`config.mk`:
```
export PLATFORM = sky130hd
export DESIGN_NAME = hpms_pin_select
export DESIGN_NICKNAME = d
export VERILOG_FILES = /design/src/core/hpms_pkg.sv /design/src/core/hpms_pin_select.sv
export VERILOG_INCLUDE_DIRS = /design/src /design/src/core
export SDC_FILE = /design/constraint.sdc
export NUM_CORES = 1
export LEC_CHECK = 0
export ABC_AREA = 1
export BUFFER_PORTS_ARGS = -buffer_cell sky130_fd_sc_hd__buf_2
export CORE_AREA = 2 2 113 115
export DETAILED_ROUTE_END_ITERATION = 8
export DIE_AREA = 0 0 115 117
export PLACE_DENSITY = 0.67
export SLEW_MARGIN = 20
export SYNTH_ARGS = -nofsm -noshare
export SYNTH_HDL_FRONTEND = slang
export SYNTH_SLANG_ARGS = --single-unit
```
`constraint.sdc`:
```
create_clock -name clk -period 1.5 [get_ports clk]
set_input_delay 0.075 -clock clk [delete_from_list [all_inputs] [get_ports clk]]
set_output_delay 0.075 -clock clk [all_outputs]
set_load 0.05 [all_outputs]
```
`src/core/hpms_params.svh`:
```
// Constants for the host-port pin selection block.
`ifndef HPMS_PARAMS_SVH
`define HPMS_PARAMS_SVH
`define HPMS_DATA_W 32
`define HPMS_RX_HI 31
`define HPMS_RX_LO 24
`define HPMS_TX_HI 22
`define HPMS_TX_LO 16
`define HPMS_RX_W 8
`define HPMS_TX_W 7
`define HPMS_STRAP_OFF 1'h0
`define HPMS_STRAP_ON 1'h1
`define HPMS_ZERO32 32'h0000_0000
`define HPMS_MII_MASK 32'hff7f_0000
`define HPMS_FILL_LAST 2'h2
`define HPMS_FILL_STEP 2'h1
`endif

```
`src/core/hpms_pkg.sv`:
```
// Types shared by the host-port pin selection block.
package hpms_pkg;
	// Pin function chosen for the shared data pins.
	typedef enum logic [1:0] {
		HPMS_FN_HOST = 2'b00,
		HPMS_FN_PCI = 2'b01
	} hpms_fn_type;
	// Latched selection.
	typedef struct packed {
		logic pci_en;
		logic ethernet_mac_unit_en;
		logic mdio_en;
	} hpms_sel_type;
endpackage : hpms_pkg

```
`src/core/hpms_pin_select.sv`:
```
// Reset-time strap capture and host-port data pin multiplexer.
// Notes on behaviour
// RULE_01: With neither strap set at reset the data pins serve the host port and PCI is off.
// RULE_02: A PCI strap of 1 at reset enables PCI and gives it the data pins instead of the host port.
// RULE_03: An MAC strap of 1 at reset enables the Ethernet MAC, and 0 leaves it off.
// RULE_04: With the MAC on, pins 31..24 carry MII receive and pins 22..16 MII transmit, never pin 23 or 15..0.
// RULE_05: A controller on address lines 18..0 drives reset levels during reset or leaves them undriven.
// RULE_06: The MAC strap enables the management data interface together with the MAC.
// RULE_07: Straps are captured once at reset release and held until the next reset.
`include "hpms_params.svh"
`timescale 1ns/1ps
`default_nettype none
module hpms_pin_select #(
	parameter int DATA_W = `HPMS_DATA_W // Width of the shared data pins.
) (
	input wire logic clk, // System clock, 100 MHz.
	input wire logic rst_n, // Asynchronous reset, active low.
	input wire logic pci_select_strap, // PCI strap pin level.
	input wire logic ethernet_mac_unit_select_strap, // MAC strap pin level.
	input wire logic [31:0] host_port_data_pins_in, // Pad input levels.
	output logic [31:0] host_port_data_pins_out, // Pad output levels.
	output logic [31:0] host_port_data_pins_oe, // Pad enables, high drives.
	input wire logic [31:0] host_port_out, // Host port drive data.
	input wire logic [31:0] host_port_oe, // Host port drive enables.
	input wire logic [31:0] pci_ad_out, // PCI drive data.
	input wire logic [31:0] pci_ad_oe, // PCI drive enables.
	input wire logic [6:0] mii_tx_out, // MII transmit side data.
	input wire logic [6:0] mii_tx_oe, // MII transmit side enables.
	output logic [7:0] mii_rx_in, // MII receive side levels.
	output logic [6:0] mii_tx_in, // MII transmit side pad levels.
	output logic [31:0] data_pins_in, // Pad levels to host or PCI.
	output var hpms_pkg::hpms_sel_type sel, // Latched selection.
	output logic sel_valid // Selection has been captured.
);
	//////////////////////////////////////////////////////////////////////
	// Elaboration check on the pin width.
	// The MII lanes sit at fixed pin positions inside a 32-bit bus, so the
	// routing map below cannot be stretched or shrunk by a parameter.
	// A narrower bus would lose the receive lanes at the top and a wider
	// one would leave pins that neither the host port nor PCI can own.
	// Any other width is therefore refused here rather than mis-routed.
	generate
		if (DATA_W != `HPMS_DATA_W) begin : g_bad_width
			$error("hpms_pin_select supports only a 32-bit data pin bus");
		end
	endgenerate

	//////////////////////////////////////////////////////////////////////
	// Strap synchronisers; first stage is read only by the second.
	logic [1:0] strap_s1;
	logic [1:0] strap_s2;
	always_ff @(posedge clk or negedge rst_n) begin
		if (!rst_n) begin
			strap_s1 <= 2'h0;
			strap_s2 <= 2'h0;
		end else begin
			strap_s1 <= {ethernet_mac_unit_select_strap, pci_select_strap};
			strap_s2 <= strap_s1;
		end
	end

	//////////////////////////////////////////////////////////////////////
	// Capture after the synchroniser has filled, so the pads have settled.
	logic [1:0] fill;
	logic captured;
	hpms_pkg::hpms_sel_type next_sel;
	// The fill counter waits out the two synchroniser stages, so the value
	// taken is the strap level seen after reset release, never a reset zero.
	// Capture happens exactly once; later strap movement is ignored, which
	// keeps a loose strap resistor from re-routing pins in mid-operation.
	wire capture_now = (fill == `HPMS_FILL_LAST) && !captured;
	assign next_sel.pci_en = strap_s2[0]; // RULE_02
	assign next_sel.ethernet_mac_unit_en = strap_s2[1]; // RULE_03
	assign next_sel.mdio_en = strap_s2[1]; // RULE_06
	always_ff @(posedge clk or negedge rst_n) begin
		if (!rst_n) begin
			fill <= 2'h0;
			captured <= 1'b0;
			sel <= '0;
		end else begin
			if (fill != `HPMS_FILL_LAST) fill <= fill + `HPMS_FILL_STEP;
			if (capture_now) begin
				captured <= 1'b1;
				sel <= next_sel; // RULE_07
			end
		end
	end
	assign sel_valid = captured;

	//////////////////////////////////////////////////////////////////////
	// Pin routing; pads stay undriven until the selection is known.
	hpms_pkg::hpms_fn_type fn;
	assign fn = sel.pci_en ? hpms_pkg::HPMS_FN_PCI : hpms_pkg::HPMS_FN_HOST;
	logic [31:0] base_out;
	logic [31:0] base_oe;
	wire use_pci = (fn == hpms_pkg::HPMS_FN_PCI); // RULE_02
	assign base_out = use_pci ? pci_ad_out : host_port_out; // RULE_01
	assign base_oe = use_pci ? pci_ad_oe : host_port_oe; // RULE_01
	logic [31:0] mii_mask;
	// With the MAC on it takes pins 31..24 and 22..16 from both the host port
	// and PCI; pin 23 and pins 15..0 keep the base function in every case.
	assign mii_mask = sel.ethernet_mac_unit_en ? `HPMS_MII_MASK : `HPMS_ZERO32; // RULE_04
	logic [31:0] mii_out;
	logic [31:0] mii_oe;
	assign mii_out = {8'h00, 1'b0, mii_tx_out, 16'h0000};
	assign mii_oe = {8'h00, 1'b0, mii_tx_oe, 16'h0000}; // RULE_04
	logic [31:0] next_out;
	logic [31:0] next_oe;
	// Enables stay low until capture, so no pad fights a strap resistor or
	// an external driver while the selection is still unknown.
	assign next_out = (base_out & ~mii_mask) | (mii_out & mii_mask);
	assign next_oe = captured ?
		((base_oe & ~mii_mask) | (mii_oe & mii_mask)) : `HPMS_ZERO32;
	always_ff @(posedge clk or negedge rst_n) begin
		if (!rst_n) begin
			host_port_data_pins_out <= `HPMS_ZERO32;
			host_port_data_pins_oe <= `HPMS_ZERO32;
		end else begin
			host_port_data_pins_out <= next_out;
			host_port_data_pins_oe <= next_oe;
		end
	end

	//////////////////////////////////////////////////////////////////////
	// Incoming pad levels; receive side is only live with the MAC on.
	// These paths are plain masks with no flops: the MII receive lanes carry
	// their own clock, so the MAC resynchronises them itself, and a stage
	// here would only add skew between the receive clock and its data.
	// The host port and PCI see MII pins as zero, so a MAC frame on the pads
	// cannot be mistaken for host or PCI traffic.
	assign data_pins_in = host_port_data_pins_in & ~mii_mask;
	assign mii_rx_in = sel.ethernet_mac_unit_en ?
		host_port_data_pins_in[`HPMS_RX_HI:`HPMS_RX_LO] : 8'h00; // RULE_04
	assign mii_tx_in = sel.ethernet_mac_unit_en ?
		host_port_data_pins_in[`HPMS_TX_HI:`HPMS_TX_LO] : 7'h00;

	//////////////////////////////////////////////////////////////////////
	// Checks.
	AST_HOLD: assert property (@(posedge clk) disable iff (!rst_n) // RULE_07
		captured && $past(captured) |-> $stable(sel))
		else $error("selection changed after capture");
	AST_MDIO_PAIR: assert property (@(posedge clk) disable iff (!rst_n) // RULE_06
		sel.mdio_en == sel.ethernet_mac_unit_en) else $error("mdio not paired");
	AST_CAPTURE: assert property (@(posedge clk) disable iff (!rst_n) // RULE_07
		capture_now |=> captured && sel.pci_en == $past(strap_s2[0]))
		else $error("pci strap not captured");
	AST_NO_MII_LOW: assert property (@(posedge clk) disable iff (!rst_n) // RULE_04
		captured |=> host_port_data_pins_oe[15:0] == $past(base_oe[15:0]))
		else $error("low pins disturbed");
	AST_MII_TX: assert property (@(posedge clk) disable iff (!rst_n) // RULE_04
		captured && sel.ethernet_mac_unit_en |=>
		host_port_data_pins_oe[22:16] == $past(mii_tx_oe))
		else $error("mii transmit enables wrong");
	AST_RX_QUIET: assert property (@(posedge clk) disable iff (!rst_n) // RULE_04
		captured && sel.ethernet_mac_unit_en |=> host_port_data_pins_oe[31:24] == 8'h00)
		else $error("receive pins driven");
	AST_HOST: assert property (@(posedge clk) disable iff (!rst_n) // RULE_01
		captured && !sel.pci_en |=>
		host_port_data_pins_out[15:0] == $past(host_port_out[15:0]))
		else $error("host data not routed");
	AST_PCI: assert property (@(posedge clk) disable iff (!rst_n) // RULE_02
		captured && sel.pci_en |=>
		host_port_data_pins_out[15:0] == $past(pci_ad_out[15:0]))
		else $error("pci data not routed");
	// Pads must be quiet from reset until the selection is known.
	AST_PRE_QUIET: assert property (@(posedge clk) disable iff (!rst_n) // RULE_07
		!captured |=> host_port_data_pins_oe == `HPMS_ZERO32)
		else $error("pads driven before capture");
	// Once captured, the valid flag stands until the next reset.
	AST_VALID_HOLD: assert property (@(posedge clk) disable iff (!rst_n) // RULE_07
		sel_valid |=> sel_valid)
		else $error("valid flag dropped");
	// Receive lanes follow the upper pads while the MAC is on.
	AST_RX_DATA: assert property (@(posedge clk) disable iff (!rst_n) // RULE_04
		sel.ethernet_mac_unit_en |-> mii_rx_in == host_port_data_pins_in[31:24])
		else $error("mii receive lanes wrong");
	// With the MAC off the MII side sees nothing and the data pins are whole.
	AST_MAC_OFF: assert property (@(posedge clk) disable iff (!rst_n) // RULE_03
		!sel.ethernet_mac_unit_en |-> mii_rx_in == 8'h00 && mii_tx_in == 7'h00 &&
		data_pins_in == host_port_data_pins_in)
		else $error("mii active with mac off");
	// Pin 23 keeps the base function whatever the MAC strap says.
	AST_PIN23: assert property (@(posedge clk) disable iff (!rst_n) // RULE_04
		captured |=> host_port_data_pins_oe[23] == $past(base_oe[23]))
		else $error("pin 23 taken by mii");
	COV_HOST: cover property (@(posedge clk) captured && !sel.pci_en);
	COV_BOTH: cover property (@(posedge clk)
		captured && sel.pci_en && sel.ethernet_mac_unit_en);
	COV_CAPTURE: cover property (@(posedge clk) capture_now);
	COV_PCI: cover property (@(posedge clk) captured && sel.pci_en);
	COV_MAC: cover property (@(posedge clk) captured && sel.ethernet_mac_unit_en);
endmodule : hpms_pin_select
`default_nettype wire

```
==> impl_metrics.py <==
metrics = {
    "logic_synthesis": {
        "ys_ff_latch": 73,
        "yosysTopAreaCell": "dfrtp_1",
        "synthTopCellsByArea": "dfrtp_1, nand2_1, nor2_1, inv_1, buf_4",
        "synth_cells": 450,
        "synth_cell_type_count": 20,
        "yosysWarnings": 0,
        "synth.top_cell.area_share_pct": 52.09,
        "syn_area_per_cell_um2": 7.794,
        "synth-seq-area-share_pct": 52.09,
        "synth_nets": 629,
        "syn-cell-area_mm2": 0.003507,
    },
    "floorplan": {
        "core_area_mm2": 0.01231,
        "start_util_pct": 28.49,
        "fp-row-count": 41,
        "die_h_um": 117,
        "die_w_um": 115,
        "dieArea_mm2": 0.01346,
        "io_pins": 293,
    },
    "sta": {
        "fin_tns_setup_ps": 0,
        "finalCritPeriodShare_pct": 95.10,
        "timing.final.hold_violations": 0,
        "skew_ps": 7.703,
        "tightestPinTransition_ps": 486.1,
        "max-slew-margin-rel_pct": 67.59,
        "maxSlewViolCount": 0,
        "finalSetupViolCount": 0,
        "fmax_ghz": 0.7010,
        "fin_crit_ps": 1426,
        "rsz0062_at_grt": "no",
    },
    "global_routing": {
        "grt_pass1_wl_um": 19210,
        "grt_pass1_vias": 3995,
        "grt_overflow": 0,
        "track_usage_pct": 18.93,
        "grt_max_degree": 41,
        "antenna_found_initial": 0,
    },
    "worst_setup_path": {
        "r2r_cells": 4,
        "path_class": "flop to primary output",
        "path_delay_family": "buffers and inverters",
        "regToRegStartpoint": "sel[0]",
        "end_kind": "primary output",
        "critical_path.startpoint_type": "flop",
        "slowest_delay_ps": 420,
        "critPathArrivalTime_ps": 1350,
        "cp-startpoint": "sel[2]",
        "crit_fanout": 22,
        "required_ps": 1420,
        "path_depth": 2,
        "path_buf_inv": 2,
        "cp_cell_sequence": "buf_4 > clkbuf_4",
        "slowest_stage": "dfrtp_2",
    },
    "min_path": {
        "whs_path_depth": 5,
        "min_from": "host_port_oe[16]",
        "min_path_type": "primary input to flop",
    },
    "final_layout": {
        "num_antenna_cells": 0,
        "ff_latch_area_mm2": 0.001829,
        "fin_cells": 943,
        "fin_nets": 967,
        "syn_to_final_growth_pct": 77.45,
        "fill_cells": 1119,
        "drive_above_1_share_pct": 41.49,
        "multiInputGateArea_mm2": 0.001227,
    },
    "placement": {
        "portBuffers": 258,
        "place_congestion": 0.7824,
        "dp.cells": 827,
        "hpwl_um": 8441,
    },
    "routing": {
        "drtIter0Drc": 205,
        "wl_per_cell_um": 13.83,
        "routed_wl_um": 13040,
        "drc": 0,
        "viasPerCell": 4.250,
        "first_pass_iters": 6,
        "ant_nets": 0,
        "vias": 4008,
    },
    "pwr": {
        "peakVddDrop_v": 0.0004549,
        "power_density_mw_per_mm2": 963.4,
        "leakage_nw": 3.568,
    },
    "clock_tree": {
        "cts_tree": "done",
        "worst_skew_pair.late_latency_ps": 340,
        "cts_root_buffer": "clkbuf_16",
        "clk_pin_slew_ps": 60,
        "numCtsBuffers": 9,
        "cts.sinks": 73,
        "cts-htree-levels": 3,
        "clk_path_buf_depth": 2,
    },
    "run_status": {
        "status": "finished, final reports clean",
    },
    "job": {
        "cap_violations": 0,
    },
}
synthesized netlist by cell type (all sizes together):
library cell	n
nand3	9
xnor2	1
inv	57
nor2	82
buf	38
clkbuf	3
ha	1
nand2	160
dfrtp	73
o21ai	26
per-stage QoR:
stage / hold slack, ps / utilization (%) / instance area, um2 / total power [mW] / worst slack, ps
after CTS: 1.611 / 50.53 / 6221 / 6.039 / 13.81
after global routing: 6.878 / 50.55 / 6223 / 6.257 / 1.502
after floorplan: -220.6 / - / 3577 / 3.275 / -145.8
after global placement: 78.21 / 39.96 / 4920 / 3.665 / 283.6
after detailed placement: 66.37 / 39.96 / 4920 / 3.674 / 272.4
final: 16.41 / 50.55 / 6223 / 5.996 / 73.51
kinds of logic (layout without fill, tap and decap cells):
family          Yosys count  count (layout)  synth area share (%)
buf+inv                  98             441                 14.91
flops                    73              73                 52.09
fa+ha+maj                 1               1                0.3567
simple gates            251             251                 28.68
xor+xnor                  1               1                0.2498
compound gates           26              26                 3.710
layout by cell type (no fill, tap or decap), types with 6 or more instances in the layout:
| cell | netlist | routed |
|---|---|---|
| nand2_2 | 13 | 13 |
| nor2_1 | 76 | 66 |
| nor2_2 | 5 | 6 |
| nor2_4 | 1 | 10 |
| dlygate4sd3_1 | 0 | 99 |
| buf_12 | 0 | 7 |
| nand3_1 | 9 | 9 |
| buf_2 | 10 | 256 |
| dfrtp_1 | 73 | 71 |
| o21ai_0 | 25 | 25 |
| inv_2 | 11 | 11 |
| nand2_1 | 147 | 147 |
| inv_1 | 44 | 44 |
| clkbuf_16 | 0 | 9 |
power by group:
group	leakage, nW	internal (mW)	switching [mW]
logic	2.56	0.589	1.12
registers	0.867	2.11	0.0381
clock network	0.140	1.30	0.838
timing repair:
action	CTS	global route
setup buffers	1	0
pin swaps	0	0
resized for setup	0	1
endpoints found under the setup margin	31	1
hold buffers	99	0
endpoints found under the hold margin	98	0
per-layer routing:
layer	global-route usage [%]	vias to the layer above	share of wire [%]
met1	19.82	1784	38
met4	13.98	0	5.6
met2	34.16	179	51
li1	-	1980	-
met5	0	-	0
met3	3.347	65	5.9
cell type report:
type | instances | area share (%)
well taps | 150 | 3.016
multi-input cells | 279 | 19.72
clock buffers | 13 | 4.503
flip-flops and latches | 73 | 29.39
inverters | 57 | 3.518
repair buffers | 368 | 39.49
clock inverters | 3 | 0.3619
sequential cells by signal, summed over array words and instances (netlist names):
register                 flops
fill                         2
strap_s2                     2
host_port_data_pins_out     32
host_port_data_pins_oe      32
sel                          2
sel_valid                    1
strap_s1                     2
worst min-delay path: cells and delay by family:
kind / cells / cell delay [ps]
buffers and inverters: 1 / 70
and+or+nand+nor: 4 / 170
worst paths after layout:
check / end / slack, ps
min in group asynchronous: host_port_data_pins_oe[1] / 240
max in group asynchronous: host_port_data_pins_out[14] / 700
hold reg to reg: strap_s2[0] / 350
setup reg to reg: host_port_data_pins_out[30] / 270
setup / recovery: sel[2] / 70
hold / removal: host_port_data_pins_oe[16] / 20
No activity file was read; power rests on OpenSTA's default activity.
